===== config.mk =====
export PLATFORM = sky130hd
export DESIGN_NAME = gfs_function_select
export DESIGN_NICKNAME = d
export VERILOG_FILES = /design/src/gfs_function_select.v /design/src/gfs_code_map.v
export VERILOG_INCLUDE_DIRS = /design/src
export SDC_FILE = /design/constraint.sdc
export NUM_CORES = 1
export LEC_CHECK = 0
export BUFFER_PORTS_ARGS = -buffer_cell sky130_fd_sc_hd__buf_4
export CAP_MARGIN = 15
export CORE_UTILIZATION = 40
export DETAILED_ROUTE_END_ITERATION = 10
export GPL_ROUTABILITY_DRIVEN = 0
export HOLD_SLACK_MARGIN = 0.03
export SETUP_SLACK_MARGIN = 0.5
export SLEW_MARGIN = 5
export SYNTH_ARGS = -nofsm -noshare
export SYNTH_HDL_FRONTEND = slang
export SYNTH_HIERARCHICAL = 1
export SYNTH_SLANG_ARGS = --single-unit

===== constraint.sdc =====
create_clock -name i_clk -period 5.08 [get_ports i_clk]
set_input_delay 0.254 -clock i_clk [delete_from_list [all_inputs] [get_ports i_clk]]
set_output_delay 0.254 -clock i_clk [all_outputs]
set_load 0.03 [all_outputs]

===== src/gfs_consts.vh =====
// constants for the pin 4..7 function selector
`ifndef GFS_CONSTS_VH
`define GFS_CONSTS_VH
`define GFS_REG_ADDR 8'h8D
`define GFS_PIN7_LSB 12
`define GFS_PIN6_LSB 8
`define GFS_PIN5_LSB 4
`define GFS_PIN4_LSB 0
`define GFS_CODE_GPIO 4'h0
`define GFS_DEFAULT 16'h0000
`define GFS_RDATA_RST 16'h0000
`define GFS_PIN_RST 4'h0
`define GFS_C1 4'h1
`define GFS_C2 4'h2
`define GFS_C3 4'h3
`define GFS_C4 4'h4
`define GFS_C5 4'h5
`define GFS_C6 4'h6
`define GFS_C7 4'h7
`define GFS_CA 4'hA
`define GFS_CC 4'hC
`endif


===== src/gfs_function_select.v =====
// function selector for pins 4 to 7 with its control register
`timescale 1ns/1ps
`default_nettype none
`include "gfs_consts.vh"
module gfs_function_select
(
  // clock and synchronous register reset
  input wire i_clk,
  input wire i_sys_rst,
  // control interface register port
  input wire i_wr_en,
  input wire [7:0] i_addr,
  input wire [15:0] i_wdata,
  output reg [15:0] o_rdata,
  // pin direction, bit n-4 for pin n, high = output
  input wire [3:0] i_pin_is_output,
  input wire [3:0] i_pin_in,
  input wire [3:0] i_gpio_out,
  // internal output sources
  input wire i_proc_clk_1mhz,
  input wire i_proc_clk,
  input wire i_supply_fault_n,
  input wire i_battery_fault_out,
  input wire i_mic_detect_out,
  input wire i_mic_short_out,
  input wire i_ada,
  input wire i_locked_loop_clock_out,
  input wire i_memory_reset_out,
  input wire i_rtc,
  input wire i_adc_frame_clock,
  input wire i_clk_32khz,
  input wire i_codec_output_clock,
  input wire i_flash_out,
  // pin drive
  output wire [3:0] o_pin_out,
  output wire [3:0] o_pin_alt,
  // internal input functions
  output wire o_power_state_input_one,
  output wire o_power_state_input_two,
  output wire o_power_state_input_three,
  output wire o_mask,
  output wire o_hibernate_level,
  output wire o_hibernate_edge,
  output wire o_flash_trigger,
  output wire o_adc_frame_clock_in,
  output wire o_power_off_input,
  output wire o_manual_reset_input,
  output wire o_chip_reset
);
  reg [15:0] sel;
  wire [3:0] pin7_function_code = sel[`GFS_PIN7_LSB +: 4];
  wire [3:0] pin6_function_code = sel[`GFS_PIN6_LSB +: 4];
  wire [3:0] pin5_function_code = sel[`GFS_PIN5_LSB +: 4];
  wire [3:0] pin4_function_code = sel[`GFS_PIN4_LSB +: 4];
  wire adc_frame_clock_inverted = ~i_adc_frame_clock;
  wire [3:0] alt_out;
  wire [3:0] alt_act;
  wire [3:0] next_pin_out;
  reg [3:0] pin_out;

  // one address decode shared by write and read paths
  function reg_hit;
    input [7:0] addr;
    begin
      reg_hit = addr == `GFS_REG_ADDR;
    end
  endfunction

  always @(posedge i_clk)
  begin
    if (i_sys_rst)
      sel <= `GFS_DEFAULT;
    else if (i_wr_en && reg_hit(i_addr))
      sel <= i_wdata;
  end

  // reads of other addresses give zero
  always @(posedge i_clk)
  begin
    if (i_sys_rst)
      o_rdata <= `GFS_RDATA_RST;
    else
      o_rdata <= reg_hit(i_addr) ? sel : 16'h0000;
  end

  // input functions, only when pin is an input
  function sel_in;
    input [3:0] code;
    input [3:0] want;
    input is_out;
    begin
      sel_in = !is_out && code == want;
    end
  endfunction

  wire [3:0] dir = i_pin_is_output;
  wire [3:0] p = i_pin_in;
  assign o_power_state_input_three = sel_in(pin7_function_code,
    `GFS_C1, dir[3]) & p[3];
  assign o_power_state_input_two = sel_in(pin6_function_code,
    `GFS_C1, dir[2]) & p[2];
  assign o_power_state_input_one = sel_in(pin5_function_code,
    `GFS_C1, dir[1]) & p[1];
  assign o_adc_frame_clock_in = sel_in(pin5_function_code,
    `GFS_C2, dir[1]) & p[1];
  assign o_power_off_input = sel_in(pin5_function_code,
    `GFS_C4, dir[1]) & p[1];
  assign o_manual_reset_input = sel_in(pin4_function_code,
    `GFS_C1, dir[0]) & p[0];
  assign o_chip_reset = sel_in(pin4_function_code,
    `GFS_C5, dir[0]) & p[0];
  // shared functions: any selecting pin asserts them
  assign o_mask = (sel_in(pin7_function_code, `GFS_C2, dir[3]) & p[3])
    | (sel_in(pin4_function_code, `GFS_C4, dir[0]) & p[0]);
  assign o_flash_trigger =
    (sel_in(pin6_function_code, `GFS_C2, dir[2]) & p[2])
    | (sel_in(pin4_function_code, `GFS_C2, dir[0]) & p[0]);
  assign o_hibernate_edge =
    (sel_in(pin6_function_code, `GFS_C3, dir[2]) & p[2])
    | (sel_in(pin5_function_code, `GFS_C3, dir[1]) & p[1]);
  assign o_hibernate_level =
    (sel_in(pin7_function_code, `GFS_C3, dir[3]) & p[3])
    | (sel_in(pin6_function_code, `GFS_C4, dir[2]) & p[2])
    | (sel_in(pin5_function_code, `GFS_C5, dir[1]) & p[1])
    | (sel_in(pin4_function_code, `GFS_C3, dir[0]) & p[0]);

  // output tables; unused slots carry code 0 which never matches
  wire [31:0] codes7 = {
    `GFS_C1,
    `GFS_C2,
    `GFS_C3,
    `GFS_C4,
    `GFS_C5,
    `GFS_C6,
    `GFS_CC,
    `GFS_CODE_GPIO
  };
  wire [7:0] vals7 = {
    i_proc_clk_1mhz,
    i_supply_fault_n,
    i_battery_fault_out,
    i_mic_detect_out,
    i_mic_short_out,
    i_ada,
    i_locked_loop_clock_out,
    1'b0
  };
  wire [31:0] codes6 = {
    `GFS_C1,
    `GFS_C2,
    `GFS_C3,
    `GFS_C4,
    `GFS_C5,
    `GFS_C6,
    `GFS_CODE_GPIO,
    `GFS_CODE_GPIO
  };
  wire [7:0] vals6 = {
    i_memory_reset_out,
    i_ada,
    i_rtc,
    i_mic_detect_out,
    i_mic_short_out,
    adc_frame_clock_inverted,
    2'b00
  };
  wire [31:0] codes5 = {
    `GFS_C1,
    `GFS_C2,
    `GFS_C3,
    `GFS_C4,
    `GFS_C5,
    `GFS_C6,
    `GFS_C7,
    `GFS_CA
  };
  wire [7:0] vals5 = {
    i_proc_clk,
    i_adc_frame_clock,
    i_clk_32khz,
    i_battery_fault_out,
    i_mic_short_out,
    i_ada,
    i_codec_output_clock,
    i_mic_detect_out
  };
  wire [31:0] codes4 = {
    `GFS_C1,
    `GFS_C2,
    `GFS_C3,
    `GFS_C4,
    `GFS_C5,
    `GFS_CA,
    `GFS_CODE_GPIO,
    `GFS_CODE_GPIO
  };
  wire [7:0] vals4 = {
    i_memory_reset_out,
    i_ada,
    i_flash_out,
    i_supply_fault_n,
    i_mic_short_out,
    i_mic_detect_out,
    2'b00
  };

  wire [127:0] all_codes = {codes7, codes6, codes5, codes4};
  wire [31:0] all_vals = {vals7, vals6, vals5, vals4};

  genvar g;
  generate
    for (g = 0; g < 4; g = g + 1)
    begin : g_pin
      gfs_code_map u_map
      (
        .i_code(sel[g*4 +: 4]),
        .i_is_output(dir[g]),
        .i_src_codes(all_codes[g*32 +: 32]),
        .i_src_val(all_vals[g*8 +: 8]),
        .o_alt_out(alt_out[g]),
        .o_alt_active(alt_act[g])
      );
      // unlisted codes fall back to plain gpio drive
      assign next_pin_out[g] = alt_act[g] ? alt_out[g] : i_gpio_out[g];
    end
  endgenerate

  // registered drive; costs a cycle of latency on routed clocks
  always @(posedge i_clk)
  begin
    if (i_sys_rst)
      pin_out <= `GFS_PIN_RST;
    else
      pin_out <= next_pin_out;
  end

  assign o_pin_out = pin_out;
  assign o_pin_alt = alt_act;
endmodule
`default_nettype wire


===== src/gfs_code_map.v =====
// per-pin decoder: one code against up to eight output sources
`timescale 1ns/1ps
`default_nettype none
module gfs_code_map
(
  // selection
  input wire [3:0] i_code,
  input wire i_is_output,
  // source codes packed eight by four bits, values one bit per slot
  input wire [31:0] i_src_codes,
  input wire [7:0] i_src_val,
  // result
  output reg o_alt_out,
  output reg o_alt_active
);
  integer k;
  always @*
  begin
    o_alt_out = 1'b0;
    o_alt_active = 1'b0;
    if (i_is_output && i_code != `GFS_CODE_GPIO)
    begin
      for (k = 0; k < 8; k = k + 1)
      begin
        if (i_src_codes[k*4 +: 4] == i_code)
        begin
          o_alt_out = i_src_val[k];
          o_alt_active = 1'b1;
        end
      end
    end
  end
endmodule
`default_nettype wire


=== After elaboration in Yosys (flattened, before gate mapping) ===
Cells that the tools add are included.

* Register bits: 36
* Output and inout bits: 35

* Eq/ne operators: 45
* Multiplexer cells: 69
* Bitwise operators: 25
* Reduce and logical (&&, ||, !) cells: 34

{| class="wikitable"
|+ Operators by type and width
! kind !! count
|-
| $mux W1 || 69
|-
| $eq A3 B4 Y1 const A || 12
|-
| $eq A2 B4 Y1 const A || 8
|-
| $eq A4 B2 Y1 const B || 8
|-
| $logic_and A1 B1 Y1 || 22
|-
| $eq A4 B3 Y1 const B || 5
|-
| $and A1 B1 Y1 || 17
|-
| $eq A1 B4 Y1 const A || 4
|-
| $eq A4 B1 Y1 const B || 4
|-
| $reduce_bool A4 Y1 || 4
|-
| $eq A4 B4 Y1 const A || 3
|-
| $logic_not A4 Y1 || 3
|-
| $eq A8 B8 Y1 const B || 1
|-
| $or A1 B1 Y1 || 6
|-
| $logic_not A1 Y1 || 4
|-
| $not A1 Y1 || 2
|-
| $reduce_or A2 Y1 || 1
|}

=== Longest topological paths before layout ===
* Depth after elaboration: 11
* Depth in mapped cells: 9
* Gate-level depth less buffers: 8

=== Hierarchy ===
Netlist, hierarchy kept.

{| class="wikitable"
|+ Modules (own cells, without submodules)
! module !! times used !! cells an instance !! area each (sq um) !! seq. area each (sq um)
|-
| gfs_code_map || 4 || 62 || 513.0 || 0.0
|-
| gfs_function_select || 1 || 155 || 1529.0 || 720.7
|}

=== Least setup slack after synthesis ===
Ideal clock, no wire load.

* Path kind: register to register
* Start: register sel[11]
* End: register pin_out[2], in the netlist o_pin_out[2]
* Setup time: 0.124 ns
* Arrival: 2.186 ns
* Data required time: 4.956 ns
* Slack: 2.770 ns
* Cell stages (with the launch flop): 8
* Path buffers: 1
* Period minus slack after synthesis: 2.310 ns
* Cell sequence: dfxtp_1 > buf_6 > xor2_1 > nor4_1 > nor2_1 > a31oi_1 > mux2i_1 > nor2_1

* Longest elaborated chain between the ends: 10

{| class="wikitable"
|+ Ends and longest elaborated chain
! element !! RTL line !! text
|-
| start: declaration || gfs_function_select.v:50 || <nowiki>reg [15:0] sel;</nowiki>
|-
| start signal: assignment || gfs_function_select.v:72 || <nowiki>sel <= `GFS_DEFAULT;</nowiki>
|-
| start signal: assignment || gfs_function_select.v:74 || <nowiki>sel <= i_wdata;</nowiki>
|-
| $logic_not A4 Y1 || gfs_code_map.v:25 || <nowiki>if (i_src_codes[k*4 +: 4] == i_code)</nowiki>
|-
| $mux W1 (7 in series) || gfs_code_map.v:25 ||
|-
| $mux W1 * || gfs_code_map.v:21 || <nowiki>if (i_is_output && i_code != `GFS_CODE_GPIO)</nowiki>
|-
| via o_pin_alt[2] || gfs_function_select.v:36 || <nowiki>output wire [3:0] o_pin_alt,</nowiki>
|-
| $mux W1 * || gfs_function_select.v:224 || <nowiki>assign next_pin_out[g] = alt_act[g] ? alt_out[g] : i_gpio_out[g];</nowiki>
|-
| end signal: assignment || gfs_function_select.v:232 || <nowiki>pin_out <= `GFS_PIN_RST;</nowiki>
|-
| end signal: assignment || gfs_function_select.v:234 || <nowiki>pin_out <= next_pin_out;</nowiki>
|-
| end: declaration || gfs_function_select.v:59 || <nowiki>reg [3:0] pin_out;</nowiki>
|}

The timed path passes the listed nets; every way through them passes the cells marked *.
A chain may end at the register's enable or synchronous reset.

=== Worst setup path in the final report ===
* Start: register sel[2]
* End: output o_pin_alt[0]

* Longest elaborated chain between the ends: 9

{| class="wikitable"
|+ Ends and longest elaborated chain
! element !! RTL line
|-
| $logic_not A4 Y1 || gfs_code_map.v:25
|-
| $mux W1 (7 in series) || gfs_code_map.v:25
|-
| $mux W1 * || gfs_code_map.v:21
|-
| end: declaration || gfs_function_select.v:36
|}

Mark *: on every way between the ends. The rest lies on a longest branch, timed or not.

==> results.cfg <==
[logic_synthesis]
seq_area_frac_synth_pct = 20.1
synth-seq-cells = 36
synth_top_cell_area_share_pct = 23.5
synthFlopType = dfxtp_1
synthCells = 403
synth.area.top_cells = xor2_1 23%, dfxtp_1 20%, xnor2_1 7.8%
synth_edf_count = 0
synth_top_area_cell = xor2_1
synth_cell_types = 38
synthTopCellsByCount = 96 x xor2_1, 36 x dfxtp_1, 32 x nand2b_1, 32 x xnor2_1, 21 x nor4_1
syn_area_um2 = 3580
synth.most_common_cell = xor2_1
synth-async-reset-ratio_pct = 0
syn_avg_cell_area_um2 = 8.89
ys_warn_count = 6

[timing]
finalSetupViolations = 0
fin_setup_tns_ns = 0
clock_skew_ns = 0.00245
max_slew_margin_pct = 29.9
hold_viol = 0
tightest_slew_ns = 1.05
fmax_mhz = 368
rsz0062_at_grt = no
maxSlewViolCount = 0
period_share_pct = 53.5
period_needed_ns = 2.72

[grt]
grt_max_degree = 39
grt_pass1_wl_um = 14700
grt.total_usage_pct = 19.4
overflow = 0
grt_pass1_vias = 3093
grt_antenna_before_repair = 0

[routing]
wl_per_cell_um = 12.2
via_count = 3125
ant_nets = 0
avgViaCountPerCell = 4.37
drc_errors = 0
drt_wl_total_um = 8750
drtPass1Iterations = 4
drtIter0Drc = 72

[clocking]
numClockSinks = 36
cts_root_buf = clkbuf_8
clk_latency_ns = 0.29
cts_resized = 0
post_cts_buffers = 0
cts_max_level = 2
clockBufferDepth = 2
cts_buffers = 5
hold_buffers = 0
cts_tree = yes
clk_pin_slew_worst_paths_ns = 0.08

[power]
vdd_ir_drop_max_v = 0.0000991
powerDensity_nw_per_um2 = 138
totalPowerFinal_uw = 653
leakage_nw = 2.30

[floorplan]
io_pins = 88
rows = 34
die_area_um2 = 9330
start_util_pct = 41.3
die_w_um = 96.6
coreArea_um2 = 8680
chipHeight_um = 96.6

[flow_run]
drv_cap = 0

[critical_path]
arrival_ns = 2.46
r2r_cells = 8
ff2ff_setup_slack_ns = 2.61
cp_max_fo = 16
start_kind = register
worstReg2RegEnd = o_pin_out[1]$_SDFF_PP0_
crit_path_cell_trace = xor2_1, nor4_1, nor2_1, a31oi_1, buf_4
path_class = register to output pin
slowest_delay_ns = 0.77
critical-path-slowest-cell = dfxtp_1
crit_buf_inv = 1
cpLargestDelayFamily = flip-flops
critPathRequiredTime_ns = 4.83
startpoint = sel[2]$_SDFFE_PP0P_
endpoint_kind = output pin
reg2reg_from = sel[5]$_SDFFE_PP0P_

[layout]
fillers = 862
syn2layout_area_growth_pct = 32.4
finalNetCount = 659
drive_above_1_share_pct = 18.0
antenna_cells = 0

[min_path]
hold_path.class = input pin to register
whs_path_depth = 3
worst_hold_path.endpoint = o_pin_out[2]$_SDFF_PP0_
hp-start = i_gpio_out[2]

[outcome]
outcome = finished clean

[placed_design]
portBuffers = 87
post-dp-hpwl_um = 6540
-- how the worst max path moves through the flow --
stage,to,slack (ns),cells after the start
global route,o_pin_alt[0],2.16,5
detailed placement,o_pin_out[1]$_SDFF_PP0_,2.64,8
floorplan,o_pin_out[2]$_SDFF_PP0_,2.77,7
global placement,o_pin_out[1]$_SDFF_PP0_,2.64,8
finish,o_pin_alt[0],2.36,5
CTS,o_pin_alt[0],2.34,5
-- sequential cells by signal (all words and copies together) (netlist names) --
register	cells
sel	16
o_pin_out	4
o_rdata	16
-- cells by family after synthesis --
kind of cell | count (synthesis) | share of synthesized area, %
AO/OA/AOI/OAI | 32 | 8.00
XOR/XNOR | 128 | 31.3
buffers and inverters | 29 | 6.60
flip-flops | 36 | 20.1
multiplexers | 20 | 5.59
other | 2 | 0.210
AND/OR/NAND/NOR | 156 | 28.2
-- power by group --
part	internal (mW)	switching (mW)	total, mW
Combinational	0.0724	0.0738	0.146
Sequential	0.284	0.00119	0.285
Clock	0.111	0.111	0.222
Total	0.467	0.186	0.653
-- per-stage QoR --
stage | area (µm²) | instances | setup WS [ns] | hold slack [ns] | utilization, %
final | 4740 | 715 | 2.36 | 0.190 | 54.6
after global routing | 4740 | 715 | 2.16 | 0.184 | 54.6
after CTS | 4740 | 715 | 2.34 | 0.186 | 54.6
after detailed placement | 4650 | 707 | 2.64 | 0.495 | 53.6
after global placement | 4650 | 707 | 2.64 | 0.486 | 53.6
after floorplan | 4070 | 534 | 2.77 | 0.398 | -
-- per-layer routing --
metal | GRT usage (%) | vias up | wire (µm)
met1 | 25.7 | 1387 | 4290
met3 | 5.20 | 7 | 509
met4 | 4.48 | 0 | 76
met2 | 31.5 | 71 | 3880
met5 | 0 | - | 0
li1 | - | 1660 | -
-- layout by cell type, fill, tap and decap left out, types with 8 or more instances in the layout --
| cell type | n |
|---|---|
| nor4b_1 | 8 |
| conb_1 | 133 |
| nor2_1 | 16 |
| mux2i_1 | 20 |
| nand4_1 | 8 |
| dfxtp_1 | 36 |
| nor4_1 | 21 |
| xnor2_1 | 32 |
| nand3_1 | 8 |
| nand2b_1 | 32 |
| nand2_1 | 17 |
| and2_1 | 15 |
| xor2_1 | 96 |
| buf_4 | 87 |
-- cell type report --
| class | count | area (µm²) | area share (%) |
|---|---|---|---|
| Inverter | 7 | 26.3 | 0.554 |
| Sequential cell | 36 | 721 | 15.2 |
| Tap cell | 108 | 135 | 2.85 |
| Clock buffer | 8 | 90.1 | 1.90 |
| Timing Repair Buffer | 87 | 653 | 13.8 |
| Multi-Input combinational cell | 469 | 3120 | 65.7 |
-- worst min-delay path, stage by stage --
cell	delay, ns
buf_4	0.08
mux2i_1	0.05
nor2_1	0.07
Power figures use the tool's default switching activity.
